## src/mfis_map.svh

```systemverilog
// constants of the multifunction input scaler: offsets, fields, resets, times
// assumes sample codes of 0.01 % of full scale (1 mV or 2 uA per code)
// Summary of operation
// - mode 1, 2 and 5 read the input as 0-10 V, 0-20 mA or 4-20 mA, fixed.
// - mode 3 is a digital level active at 0 V, mode 4 active at 24 V; 3 at reset.
// - modes 6 and 7 map voltage or current through the two-point line.
// - in current modes an input above its maximum raises a sticky fault.
// - fixed voltage mode has zero at 0.2 V and full scale at 9.8 V.
// - fixed 0-20 mA mode has zero at 0.4 mA and full scale at 19.6 mA.
// - fixed 4-20 mA mode has zero at 4.4 mA and full scale at 19.6 mA.
// - point abscissae are percent of 10 V or 20 mA, ordinates percent of max.
// - four sets of two points, X 0..100 %, Y -100..100 %, reset (2,0),(98,100).
// - reference is Y1 + (Y2 - Y1) * (X - X1) / (X2 - X1).
// - direction follows the direction pins or the sign of the reference.
// - with monitoring on, an input below 1 V or 2 mA warns, stricter faults.
// - the reference passes a low pass of 0 ms (bypass) to 5000 ms.
`ifndef MFIS_MAP_SVH
`define MFIS_MAP_SVH

// register word addresses
`define MFIS_ADR_MODE      6'h00
`define MFIS_ADR_CTRL      6'h01
`define MFIS_ADR_STAT      6'h02
`define MFIS_ADR_REF       6'h03
`define MFIS_ADR_RAW       6'h04
`define MFIS_ADR_PTS       6'h10

// control fields
`define MFIS_CTRL_SET_LSB  0
`define MFIS_CTRL_DIR_BIT  2
`define MFIS_CTRL_MON_LSB  4
`define MFIS_CTRL_FLT_LSB  8

// status fields
`define MFIS_STAT_OVER     0
`define MFIS_STAT_WARN     1
`define MFIS_STAT_FAULT    2
`define MFIS_STAT_DIG      3
`define MFIS_STAT_REV      4

// reset values
`define MFIS_MODE_RESET    3'h3
`define MFIS_X1_RESET      16'h00c8
`define MFIS_Y1_RESET      16'h0000
`define MFIS_X2_RESET      16'h2648
`define MFIS_Y2_RESET      16'h2710

// characteristic figures, in sample codes and 0.01 % units
`define MFIS_FULL          16'h2710
`define MFIS_ZERO_V        16'h00c8
`define MFIS_SPAN_V        16'h2580
`define MFIS_ZERO_I        16'h00c8
`define MFIS_SPAN_I        16'h2580
`define MFIS_ZERO_I4       16'h0898
`define MFIS_SPAN_I4       16'h1db0
`define MFIS_UNDER         16'h03e8
`define MFIS_FAULT_CODE    16'h057f

// filter timing
`define MFIS_CLK_HZ        100000000
`define MFIS_MS_PER_S      1000
`define MFIS_TAU_SHIFT     4
`define MFIS_TAU_STEP_MS   1000
`define MFIS_DIV_STEPS     6'h20

`endif

```

## src/mfis_pkg.sv

```systemverilog
// types shared by the multifunction input scaler
// assumes nothing beyond a SystemVerilog tool
`default_nettype none
package mfis_pkg;
	// sequencer states
	typedef enum logic [2:0] {
		ST_IDLE = 3'b001,
		ST_CALC = 3'b010,
		ST_LOAD = 3'b100
	} mfis_state_e;
	// input modes
	typedef enum logic [2:0] {
		MODE_V_FIX  = 3'h1,
		MODE_I_FIX  = 3'h2,
		MODE_D_NPN  = 3'h3,
		MODE_D_PNP  = 3'h4,
		MODE_I4_FIX = 3'h5,
		MODE_V_CHR  = 3'h6,
		MODE_I_CHR  = 3'h7
	} mfis_mode_e;
endpackage
`default_nettype wire

```

## src/mfis_div.sv

```systemverilog
// serial signed divider for the characteristic slope
// assumes start only while idle; answer 33 cycles after start
`default_nettype none
`include "mfis_map.svh"
module mfis_div (
	// clock and reset
	input  wire logic               sys_clk_in,
	input  wire logic               rstn_in,
	// request
	input  wire logic               start_in,
	input  wire logic signed [31:0] num_in,
	input  wire logic signed [16:0] den_in,
	// answer
	output logic                    done_out,
	output logic signed [31:0]      quot_out
);
	logic        [32:0] rem;
	logic        [31:0] quo;
	logic        [16:0] dmag;
	logic               neg;
	logic        [5:0]  cnt;
	logic        [32:0] shifted;
	logic        [32:0] trial;
	logic        [31:0] next_quo;

	// one restoring step per cycle, quotient truncates toward zero
	always_comb begin
		shifted  = {rem[31:0], quo[31]};
		trial    = shifted - {16'h0000, dmag};
		next_quo = {quo[30:0], ~trial[32]};
	end

	always_ff @(posedge sys_clk_in or negedge rstn_in) begin
		if (!rstn_in) begin
			rem      <= 33'h0;
			quo      <= 32'h0;
			dmag     <= 17'h0;
			neg      <= 1'b0;
			cnt      <= 6'h0;
			done_out <= 1'b0;
			quot_out <= 32'sh0;
		end else begin
			done_out <= 1'b0;
			if (start_in) begin
				rem  <= 33'h0;
				quo  <= num_in[31] ? 32'(-num_in) : 32'(num_in);
				dmag <= den_in[16] ? 17'(-den_in) : 17'(den_in);
				neg  <= num_in[31] ^ den_in[16];
				cnt  <= `MFIS_DIV_STEPS;
			end else if (cnt != 6'h0) begin
				rem <= trial[32] ? shifted : trial;
				quo <= next_quo;
				cnt <= cnt - 6'h1;
				if (cnt == 6'h1) begin
					done_out <= 1'b1;
					quot_out <= neg ? -$signed(next_quo) : $signed(next_quo);
				end
			end
		end
	end
endmodule // mfis_div
`default_nettype wire

```

## src/mfis_top.sv

```systemverilog
// multifunction input scaler: mode select, characteristic, filter, monitors
// assumes an ADC word and comparator level on pins, a same-clock register port
`default_nettype none
`include "mfis_map.svh"
module mfis_top #(
	parameter int FILT_CYC_PER_MS =
		(`MFIS_CLK_HZ / `MFIS_MS_PER_S) >> `MFIS_TAU_SHIFT
) (
	// clock and reset
	input  wire logic               sys_clk_in,
	input  wire logic               rstn_in,
	// register port
	input  wire logic [5:0]         reg_addr_in,
	input  wire logic [31:0]        reg_wdata_in,
	input  wire logic               reg_wr_in,
	input  wire logic               reg_rd_in,
	output logic      [31:0]        reg_rdata_out,
	// terminal pins
	input  wire logic [13:0]        sample_in,
	input  wire logic               term_level_in,
	input  wire logic               dir_rev_in,
	// reference channel
	output logic signed [15:0]      ref_out,
	output logic                    reverse_out,
	output logic                    digital_view_out,
	// monitoring
	output logic                    over_fault_out,
	output logic      [15:0]        fault_code_out,
	output logic                    under_warn_out,
	output logic                    under_fault_out
);
	localparam logic signed [16:0] FULL = 17'(`MFIS_FULL);

	logic [13:0]              samp_m, samp_s, samp_t, samp_q;
	logic                     lvl_m, lvl_s, rev_m, rev_s;
	logic [2:0]               mode;
	logic [1:0]               set_sel;
	logic                     dir_sign;
	logic [1:0]               mon;
	logic [3:0]               flt_sel;
	logic signed [15:0]       pts [16];
	logic                     over_flag;
	logic                     ovr_clr;
	logic signed [15:0]       raw;
	logic signed [19:0]       acc;
	logic [31:0]              flt_cnt;
	logic [31:0]              flt_lim;
	mfis_pkg::mfis_state_e    state;
	logic signed [15:0]       lat_y1;
	logic                     lat_uni;
	logic                     analog;
	logic                     is_cur;
	logic                     uni;
	logic signed [16:0]       x, cx1, cy1, cdx, cdy;
	logic signed [33:0]       prod;
	logic                     div_go, div_done;
	logic signed [31:0]       quot;
	logic                     low_in;

	// pins cross from the converter domain through two flops each
	always_ff @(posedge sys_clk_in or negedge rstn_in) begin
		if (!rstn_in) begin
			samp_m <= 14'h0;
			samp_s <= 14'h0;
			samp_t <= 14'h0;
			samp_q <= 14'h0;
			lvl_m  <= 1'b0;
			lvl_s  <= 1'b0;
			rev_m  <= 1'b0;
			rev_s  <= 1'b0;
		end else begin
			samp_m <= sample_in;
			samp_s <= samp_m;
			// a word is taken only once it held still, so a converter
			// update caught between bits never mixes two codes
			samp_t <= samp_s;
			if (samp_s == samp_t)
				samp_q <= samp_s;
			lvl_m  <= term_level_in;
			lvl_s  <= lvl_m;
			rev_m  <= dir_rev_in;
			rev_s  <= rev_m;
		end
	end

	// mode and control written by software
	always_ff @(posedge sys_clk_in or negedge rstn_in) begin
		if (!rstn_in) begin
			mode     <= `MFIS_MODE_RESET;
			set_sel  <= 2'h0;
			dir_sign <= 1'b0;
			mon      <= 2'h0;
			flt_sel  <= 4'h0;
		end else if (reg_wr_in) begin
			if (reg_addr_in == `MFIS_ADR_MODE)
				mode <= reg_wdata_in[2:0];
			if (reg_addr_in == `MFIS_ADR_CTRL) begin
				set_sel  <= reg_wdata_in[`MFIS_CTRL_SET_LSB +: 2];
				dir_sign <= reg_wdata_in[`MFIS_CTRL_DIR_BIT];
				mon      <= reg_wdata_in[`MFIS_CTRL_MON_LSB +: 2];
				flt_sel  <= reg_wdata_in[`MFIS_CTRL_FLT_LSB +: 4];
			end
		end
	end

	// point store; writes saturate to the legal range of each coordinate
	always_ff @(posedge sys_clk_in or negedge rstn_in) begin
		if (!rstn_in) begin
			for (int i = 0; i < 16; i++) begin
				case (i % 4)
					0:       pts[i] <= `MFIS_X1_RESET;
					1:       pts[i] <= `MFIS_Y1_RESET;
					2:       pts[i] <= `MFIS_X2_RESET;
					default: pts[i] <= `MFIS_Y2_RESET;
				endcase
			end
		end else if (reg_wr_in && reg_addr_in[5:4] == `MFIS_ADR_PTS >> 4)
			begin
			if ($signed(reg_wdata_in) > $signed(32'(FULL)))
				pts[reg_addr_in[3:0]] <= `MFIS_FULL;
			else if (!reg_addr_in[0] && reg_wdata_in[31])
				pts[reg_addr_in[3:0]] <= 16'h0000;
			else if ($signed(reg_wdata_in) < -$signed(32'(FULL)))
				pts[reg_addr_in[3:0]] <= -16'(`MFIS_FULL);
			else
				pts[reg_addr_in[3:0]] <= reg_wdata_in[15:0];
		end
	end

	// operating point of the line for the present mode
	always_comb begin
		x      = 17'({3'h0, samp_q});
		analog = 1'b1;
		is_cur = 1'b0;
		uni    = 1'b1;
		cx1    = 17'(`MFIS_ZERO_V);
		cy1    = 17'sh0;
		cdx    = 17'(`MFIS_SPAN_V);
		cdy    = FULL;
		case (mode)
			mfis_pkg::MODE_V_FIX: begin
				cx1 = 17'(`MFIS_ZERO_V);
				cdx = 17'(`MFIS_SPAN_V);
			end
			mfis_pkg::MODE_I_FIX: begin
				is_cur = 1'b1;
				cx1    = 17'(`MFIS_ZERO_I);
				cdx    = 17'(`MFIS_SPAN_I);
			end
			mfis_pkg::MODE_I4_FIX: begin
				is_cur = 1'b1;
				cx1    = 17'(`MFIS_ZERO_I4);
				cdx    = 17'(`MFIS_SPAN_I4);
			end
			mfis_pkg::MODE_V_CHR, mfis_pkg::MODE_I_CHR: begin
				// X in sample codes equals percent of 10 V or 20 mA
				is_cur = mode[0];
				uni    = 1'b0;
				cx1    = 17'(pts[{set_sel, 2'h0}]);
				cy1    = 17'(pts[{set_sel, 2'h1}]);
				cdx    = 17'(pts[{set_sel, 2'h2}]) - cx1;
				cdy    = 17'(pts[{set_sel, 2'h3}]) - cy1;
			end
			default: analog = 1'b0;
		endcase
		prod = cdy * (x - cx1);
	end

	assign div_go = state == mfis_pkg::ST_IDLE && analog && cdx != 17'sh0;

	// numerator fits 32 bits: |dy| <= 20000 and |x - x1| < 2^15
	mfis_div u_div (
		.sys_clk_in (sys_clk_in),
		.rstn_in    (rstn_in),
		.start_in   (div_go),
		.num_in     (prod[31:0]),
		.den_in     (cdx),
		.done_out   (div_done),
		.quot_out   (quot)
	);

	// sequencer: one new reference per division, about every 35 cycles
	always_ff @(posedge sys_clk_in or negedge rstn_in) begin
		if (!rstn_in) begin
			state   <= mfis_pkg::ST_IDLE;
			raw     <= 16'sh0;
			lat_y1  <= 16'sh0;
			lat_uni <= 1'b1;
		end else begin
			case (state)
				mfis_pkg::ST_IDLE: begin
					lat_y1  <= cy1[15:0];
					lat_uni <= uni;
					if (!analog)
						raw <= 16'sh0;
					else if (cdx == 17'sh0)
						raw <= cy1[15:0];
					else
						state <= mfis_pkg::ST_CALC;
				end
				mfis_pkg::ST_CALC:
					if (div_done)
						state <= mfis_pkg::ST_LOAD;
				mfis_pkg::ST_LOAD: begin
					// fixed lines stop at zero, user lines at -100 %
					if (33'(lat_y1) + 33'(quot) > 33'(FULL))
						raw <= `MFIS_FULL;
					else if (lat_uni && 33'(lat_y1) + 33'(quot) < 33'sh0)
						raw <= 16'sh0;
					else if (33'(lat_y1) + 33'(quot) < -33'(FULL))
						raw <= -16'(`MFIS_FULL);
					else
						raw <= 16'(lat_y1 + quot[15:0]);
					state <= mfis_pkg::ST_IDLE;
				end
				default: state <= mfis_pkg::ST_IDLE;
			endcase
		end
	end

	// filter period: 1/16 of the time constant, exact for every step
	always_comb begin
		if (flt_sel < 4'ha)
			flt_lim = 32'(FILT_CYC_PER_MS) << flt_sel;
		else if (flt_sel < 4'hf)
			flt_lim = 32'(FILT_CYC_PER_MS) * 32'(`MFIS_TAU_STEP_MS)
				* 32'(flt_sel - 4'h9);
		else
			flt_lim = 32'(FILT_CYC_PER_MS) * 32'(`MFIS_TAU_STEP_MS) * 32'h5;
	end

	// first order low pass; acc holds sixteen times the output
	always_ff @(posedge sys_clk_in or negedge rstn_in) begin
		if (!rstn_in) begin
			acc     <= 20'sh0;
			flt_cnt <= 32'h0;
		end else if (flt_sel == 4'h0) begin
			acc     <= {raw, 4'h0};
			flt_cnt <= 32'h0;
		end else if (flt_cnt + 32'h1 >= flt_lim) begin
			acc     <= acc + 20'(raw) - (acc >>> `MFIS_TAU_SHIFT);
			flt_cnt <= 32'h0;
		end else
			flt_cnt <= flt_cnt + 32'h1;
	end

	assign ref_out = acc[19:4];

	// direction from the pin or from the sign of the filtered reference
	always_ff @(posedge sys_clk_in or negedge rstn_in) begin
		if (!rstn_in) begin
			reverse_out      <= 1'b0;
			digital_view_out <= 1'b0;
		end else begin
			reverse_out <= dir_sign ? ref_out[15] : rev_s;
			digital_view_out <= (mode == mfis_pkg::MODE_D_NPN && !lvl_s) ||
				(mode == mfis_pkg::MODE_D_PNP && lvl_s);
		end
	end

	// over-range is sticky; a new excess beats a clear in the same cycle
	assign ovr_clr = reg_wr_in && reg_addr_in == `MFIS_ADR_STAT &&
		reg_wdata_in[`MFIS_STAT_OVER];
	always_ff @(posedge sys_clk_in or negedge rstn_in) begin
		if (!rstn_in)
			over_flag <= 1'b0;
		else if (analog && is_cur && x > FULL)
			over_flag <= 1'b1;
		else if (ovr_clr)
			over_flag <= 1'b0;
	end

	assign over_fault_out = over_flag;
	assign fault_code_out = over_flag ? `MFIS_FAULT_CODE : 16'h0000;
	assign low_in = analog && x < 17'(`MFIS_UNDER);

	// undervoltage and undercurrent monitor, active only while mon is nonzero
	always_ff @(posedge sys_clk_in or negedge rstn_in) begin
		if (!rstn_in) begin
			under_warn_out  <= 1'b0;
			under_fault_out <= 1'b0;
		end else begin
			under_warn_out  <= mon != 2'h0 && low_in;
			under_fault_out <= mon[1] && low_in;
		end
	end

	// read data one cycle after the strobe; unmapped words read zero
	always_ff @(posedge sys_clk_in or negedge rstn_in) begin
		if (!rstn_in)
			reg_rdata_out <= 32'h0;
		else if (reg_rd_in) begin
			reg_rdata_out <= 32'h0;
			if (reg_addr_in[5:4] == `MFIS_ADR_PTS >> 4)
				reg_rdata_out <= 32'(pts[reg_addr_in[3:0]]);
			else
				case (reg_addr_in)
					`MFIS_ADR_MODE: reg_rdata_out <= {29'h0, mode};
					`MFIS_ADR_CTRL: reg_rdata_out <= {20'h0, flt_sel,
						2'h0, mon, 1'b0, dir_sign, set_sel};
					`MFIS_ADR_STAT: reg_rdata_out <= {27'h0, reverse_out,
						digital_view_out, under_fault_out, under_warn_out,
						over_flag};
					`MFIS_ADR_REF:  reg_rdata_out <= 32'(ref_out);
					`MFIS_ADR_RAW:  reg_rdata_out <= 32'(raw);
					default:        reg_rdata_out <= 32'h0;
				endcase
		end
	end
endmodule // mfis_top
`default_nettype wire

```

## config.mk

```make
export PLATFORM = sky130hd
export DESIGN_NAME = mfis_top
export DESIGN_NICKNAME = d
export VERILOG_FILES = /design/src/mfis_pkg.sv /design/src/mfis_div.sv /design/src/mfis_top.sv
export VERILOG_INCLUDE_DIRS = /design/src
export SDC_FILE = /design/constraint.sdc
export NUM_CORES = 2
export LEC_CHECK = 0
export BUFFER_PORTS_ARGS = -buffer_cell sky130_fd_sc_hd__buf_2
export CAP_MARGIN = 10
export CORE_MARGIN = 1
export CORE_UTILIZATION = 30
export DETAILED_ROUTE_END_ITERATION = 8
export HOLD_SLACK_MARGIN = 0.12
export PLACE_DENSITY = 0.54
export SYNTH_ARGS = -nofsm -noshare
export SYNTH_HDL_FRONTEND = slang
export SYNTH_HIERARCHICAL = 1
export SYNTH_SLANG_ARGS = --single-unit
```

## constraint.sdc

```tcl
create_clock -name sys_clk_in -period 13.8 [get_ports sys_clk_in]
set_clock_uncertainty 0.05 [all_clocks]
set_input_delay 1.38 -clock sys_clk_in [delete_from_list [all_inputs] [get_ports sys_clk_in]]
set_output_delay 1.38 -clock sys_clk_in [all_outputs]
set_load 0.01 [all_outputs]
```

# Word level (Yosys, flattened, before mapping)
# Index checks and enable logic that the tools add are counted.
# totals
output_inout_bits	69
input_bits	58
ff_bits	574
# op_classes
mul	2
n_shift	1
n_eq_ne	21
n_reduce_logical	36
bitwise_logic	16
n_addsub	14
order_cmp	16
muxes	63
# op_table
operator	n
2-to-1 mux 256 bit	3
2-to-1 mux 32 bit	12
binary-select mux 16 bit (select 4 bit)	5
2-to-1 mux 16 bit	17
AND 256 bit	1
bitwise mux 256 bit	1
NOT 256 bit	1
AND 176 bit	1
NOT 176 bit	1
case mux 32 bit (5 select lines)	1
AND 128 bit	1
NOT 128 bit	1
bitwise OR 128 bit	1
bitwise OR 80 bit	1
case mux 17 bit (2 select lines)	2
demux 16 bit (select 4 bit)	1
negator 32 bit	2
2-to-1 mux 20 bit	2
2-to-1 mux 17 bit	2
subtractor 16 x 16 -> 17 bit	2
adder 16 x 32 -> 33 bit	1
greater-than comparator 33 x 15 -> 1 bit (second input constant)	1
< comparator 33 x 1 -> 1 bit (second input constant)	1
< comparator 33 x 15 -> 1 bit (second input constant)	1
other kinds (54)	107

# Logic depth before layout (Yosys ltp)
# logic_depth
word_depth	10
mapped_depth	49

# Hierarchy
# Netlist, hierarchy kept.
# modules_own_cells
module	n_inst	cells_each	seq_area_each_um2	area_per_inst_um2
mfis_top	1	4342	11005.6	41173.2
mfis_div	1	896	3027.9	7860.0

# Least setup slack after synthesis
# Ideal clock, no wire load.
# synth_path
path_kind	flip-flop to flip-flop
startpoint	reg set_sel[0]
endpoint	reg u_div.quo[28]
arrival_ns	11.129
path_buffers	5
path_slack_ns	2.544
path_stages_with_launch	42
t_required_ns	13.673
path_cell_list	dfrtp_1 -> buf_1 -> buf_1 -> buf_1 -> mux4_2 -> nand2_1 -> ha_1 -> o2111ai_1 -> nand4_1 -> a31o_1 -> a21oi_1 -> o21bai_1 -> a21oi_1 -> xor2_1 -> nor2_1 -> fa_1 -> inv_1 -> fa_1 -> [6 not listed] -> fa_1 -> ha_1 -> or3_1 -> a2111oi_0 -> o21ai_1 -> nand4_1 -> a21oi_1 -> o41ai_1 -> o211ai_1 -> o21ai_1 -> nand2b_1 -> a21oi_1 -> xnor2_1 -> clkbuf_1 -> clkbuf_1 -> o31ai_1 -> xor2_1 -> a21oi_1
# synth_via
elab_cells_between_ends	29
# synth_rtl
item	line_no	rtl
start: declaration	mfis_top.sv:37	logic [1:0] set_sel;
start signal: assignment	mfis_top.sv:98	set_sel <= reg_wdata_in[`MFIS_CTRL_SET_LSB +: 2];
NOT 4 -> 5 bit (on tied branches)	mfis_top.sv:159, mfis_top.sv:160, mfis_top.sv:162	
binary-select mux 16 bit (select 4 bit) (on tied branches)	mfis_top.sv:159, mfis_top.sv:160, mfis_top.sv:162	
2-to-1 mux 16 bit (on tied branches) (2 in a row)	mfis_top.sv:159, mfis_top.sv:160, mfis_top.sv:162	
case mux 17 bit (2 select lines) or subtractor 16 x 16 -> 17 bit (tied branches)	mfis_top.sv:140, mfis_top.sv:162	
subtractor 15 x 17 -> 18 bit or 2-to-1 mux 17 bit (tied branches)	mfis_top.sv:166, mfis_top.sv:140	
multiplier 17 x 18 -> 32 bit (*)	mfis_top.sv:166	prod = cdy * (x - cx1);
via prod[31]	mfis_top.sv:55	logic signed [33:0] prod;
2-to-1 mux 32 bit (*)	mfis_div.sv:46	quo <= num_in[31] ? 32'(-num_in) : 32'(num_in);
2-to-1 mux 32 bit (*)	mfis_div.sv:44	if (start_in) begin
end signal: assignment	mfis_div.sv:46	
end signal: assignment	mfis_div.sv:52	quo <= next_quo;
end: declaration	mfis_div.sv:18	logic [31:0] quo;
# Mark *: on every way through the listed nets, which the timed path passes. The rest lies on a longest branch. The select of a mux whose other input is x is not followed.
# A chain may end at the register's enable or synchronous reset.

# Worst setup path after layout
# layout_path
startpoint	reg set_sel[0]
endpoint	reg u_div.quo[21]
# The elaborated chain is that of the path after synthesis.

==> qor.yml <==
multi_input_area_um2: 31600
crit_type: "reg -> reg"
final_core_util_pct: 33.3
cts_tree: "built"
via_per_inst: 5.16
synth_flop_cell: "dfrtp_1"
path_max_fanout: 32
grt_overflow: 0
clockBufferDepth: 3
stdcell_count: 7457
synthMostInstantiatedCell: "nand2_1"
rows: 148
drtAntennaViolNets: 0
maxCapViolCount: 0
dpl.hpwl_um: 120000
seq_area_um2: 14000
rr_worst_depth: 40
grt_max_degree: 139
clock_latency_ps: 690
die_height_um: 406
synth_cells: 5238
cts_root_buffer: "clkbuf_16"
postCtsHoldBufs: 0
start_kind: "register"
worstHoldPathCells: 0
worst_pin_slew_ps: 1260
htree_levels: 3
min_path_type: "reg -> reg"
crit_path_max_incr_delay_ps: 750
async_flop_share_pct: 100
reg2reg_to: "u_div/quo[21]$_DFFE_PN0P_"
grt_pass1_wl_um: 241000
min_to: "samp_s[8]$_DFF_PN0_"
syn_area_um2: 49000
drive_above_1_share_pct: 10.9
drt_iter0_markers: 3126
start_util_pct: 30.2
timing.rr.start: "set_sel[0]$_DFFE_PN0P_"
end_kind: "register"
drt_pass1_iterations: 8
cts_buffers: 70
finalHoldViolations: 0
cts_resized: 0
finalWeightedCongestion: 0.914
crit_arrival_ps: 12170
place_area_um2: 51700
clock.fmax_mhz: 85.4
nets: 5962
dp_cells: 7325
yosys-top-cells-area: "dfrtp_1 26%, fa_1 14%, ha_1 8.3%, mux4_2 6.7%, nand2_1 5.3%"
antenna_found_initial: 15
fp.dieW_um: 406
ys_seq_area_share_pct: 28.6
grtUsageTotal_pct: 19.1
fin_setup_tns_ps: 0
fin_crit_ps: 11700
cpMostUsedCell: "fa_1"
yosysWarnings: 6
cpMaxStageDelayCell: "xnor2_1"
totalWireLength_um: 155000
syn_avg_cell_area_um2: 9.36
rsz0062_at_grt: "no"
wl_per_cell_um: 20.8
required_ps: 14260
synth_seq_cells: 558
area_delta_synth_final_pct: 10.3
synth_top_area_share_pct: 25.6
vias: 38486
fin_area_um2: 54100
setup_viol: 0
post-route-drc-count: 0
reg2reg_slack_ps: 2100
status: "completed"
yosys.area.top_type: "dfrtp_1"
synth_edf_count: 0
clock-sinks: 558
period_share_pct: 84.8
io_pins: 127
slew_violations: 0
yosysUniqueCellTypes: 99
post_cts_buffers: 0
grt_pass1_vias: 38556
ys_top_cells_by_count: "690 x nand2_1, 587 x inv_1, 502 x dfrtp_1"
max_slew_margin_pct: 15.2
path_clk_slew_ps: 60
coreArea_um2: 163000
die_area_um2: 165000
hp-start: "samp_m[8]$_DFF_PN0_"
nFillCells: 16805
numPortBuffers: 119
-- critical path, delay by kind of cell, from the launching register on --
kind / cells / cell delay [ps]
buffers and inverters: 2 / 390
flip-flops: 1 / 710
multiplexers: 1 / 630
adder cells (fa/ha/maj): 9 / 4080
AO/OA/AOI/OAI: 14 / 3000
AND/OR/NAND/NOR: 11 / 1620
XOR/XNOR: 3 / 1010
-- metrics by stage --
stage          setup WS (ps)  hold WS, ps
6_report                2100          300
5_1_grt                 1250          306
4_1_cts                 2020          299
3_5_place_dp            2090          286
3_3_place_gp            2310          289
2_1_floorplan           2540          281
-- cell type report --
| class | instances | area share (%) |
|---|---|---|
| Antenna cell | 3 | 0.0139 |
| Clock buffer | 103 | 3.71 |
| Clock inverter | 25 | 0.761 |
| Inverter | 591 | 4.10 |
| Multi-Input combinational cell | 3828 | 58.5 |
| Sequential cell | 558 | 26.0 |
| Tap cell | 2175 | 5.03 |
| Timing Repair Buffer | 174 | 1.92 |
-- cells by family after synthesis --
| logic type | Yosys count | synth area share (%) |
|---|---|---|
| multiplexers | 226 | 8.46 |
| flip-flops | 558 | 28.6 |
| AND/OR/NAND/NOR | 1582 | 14.6 |
| XOR/XNOR | 305 | 5.46 |
| buffers and inverters | 859 | 6.99 |
| AO/OA/AOI/OAI | 1025 | 13.0 |
| other | 2 | 0.0153 |
| adder cells (fa/ha/maj) | 681 | 22.8 |
-- cells in the final DEF (no fill, tap or decap), types with 29 or more instances in the layout --
| cell | netlist | final |
|---|---|---|
| a211oi_1 | 55 | 54 |
| a21o_1 | 45 | 45 |
| a21oi_1 | 199 | 199 |
| and2_1 | 57 | 56 |
| and3_1 | 29 | 29 |
| buf_2 | 3 | 116 |
| buf_4 | 51 | 56 |
| clkbuf_16 | 0 | 70 |
| dfrtp_1 | 502 | 500 |
| dfstp_2 | 56 | 56 |
| fa_1 | 354 | 354 |
| ha_1 | 327 | 327 |
| inv_1 | 587 | 587 |
| mux2_2 | 48 | 48 |
| mux2i_1 | 31 | 31 |
| mux4_2 | 146 | 146 |
| nand2_1 | 690 | 689 |
| nand2b_1 | 50 | 50 |
| nand3_1 | 67 | 66 |
| nand4_1 | 33 | 33 |
| nor2_1 | 397 | 397 |
| nor2b_1 | 62 | 62 |
| nor3_1 | 62 | 57 |
| o21a_1 | 34 | 34 |
| o21ai_0 | 276 | 275 |
| o21ai_1 | 145 | 145 |
| o31ai_1 | 34 | 34 |
| or3_1 | 32 | 32 |
| xnor2_1 | 170 | 169 |
| xor2_1 | 134 | 134 |
-- flip-flops by register name (all words and copies together) (netlist names), 16 cells and up --
register,cells
pts,256
lat_y1,16
u_div/dmag,17
u_div/quot_out,32
raw,16
u_div/rem,32
acc,20
u_div/quo,32
flt_cnt,32
reg_rdata_out,16
-- worst max path at each step --
stage | slack, ps | endpoint | startpoint
3_5_place_dp | 2090 | u_div/quo[21]$_DFFE_PN0P_ | set_sel[0]$_DFFE_PN0P_
3_3_place_gp | 2310 | u_div/quo[21]$_DFFE_PN0P_ | set_sel[1]$_DFFE_PN0P_
6_report | 2100 | u_div/quo[21]$_DFFE_PN0P_ | set_sel[0]$_DFFE_PN0P_
2_1_floorplan | 2540 | u_div/quo[28]$_DFFE_PN0P_ | set_sel[0]$_DFFE_PN0P_
5_1_grt | 1250 | u_div/quo[21]$_DFFE_PN0P_ | set_sel[0]$_DFFE_PN0P_
4_1_cts | 2020 | u_div/quo[21]$_DFFE_PN0P_ | set_sel[0]$_DFFE_PN0P_
-- layer usage --
metal	up-vias	wire (µm)	part of all wire [%]	GRT usage, %
met1	19188	69000	44	26.5
met2	1280	69000	44	29.5
met3	252	12100	7.8	3.53
met5	-	77	0.050	0
li1	17752	-	-	-
met4	14	5280	3.4	6.68
Power is not shown: default switching activity piles up to over one toggle a cycle in this logic, so the estimate is an artifact.
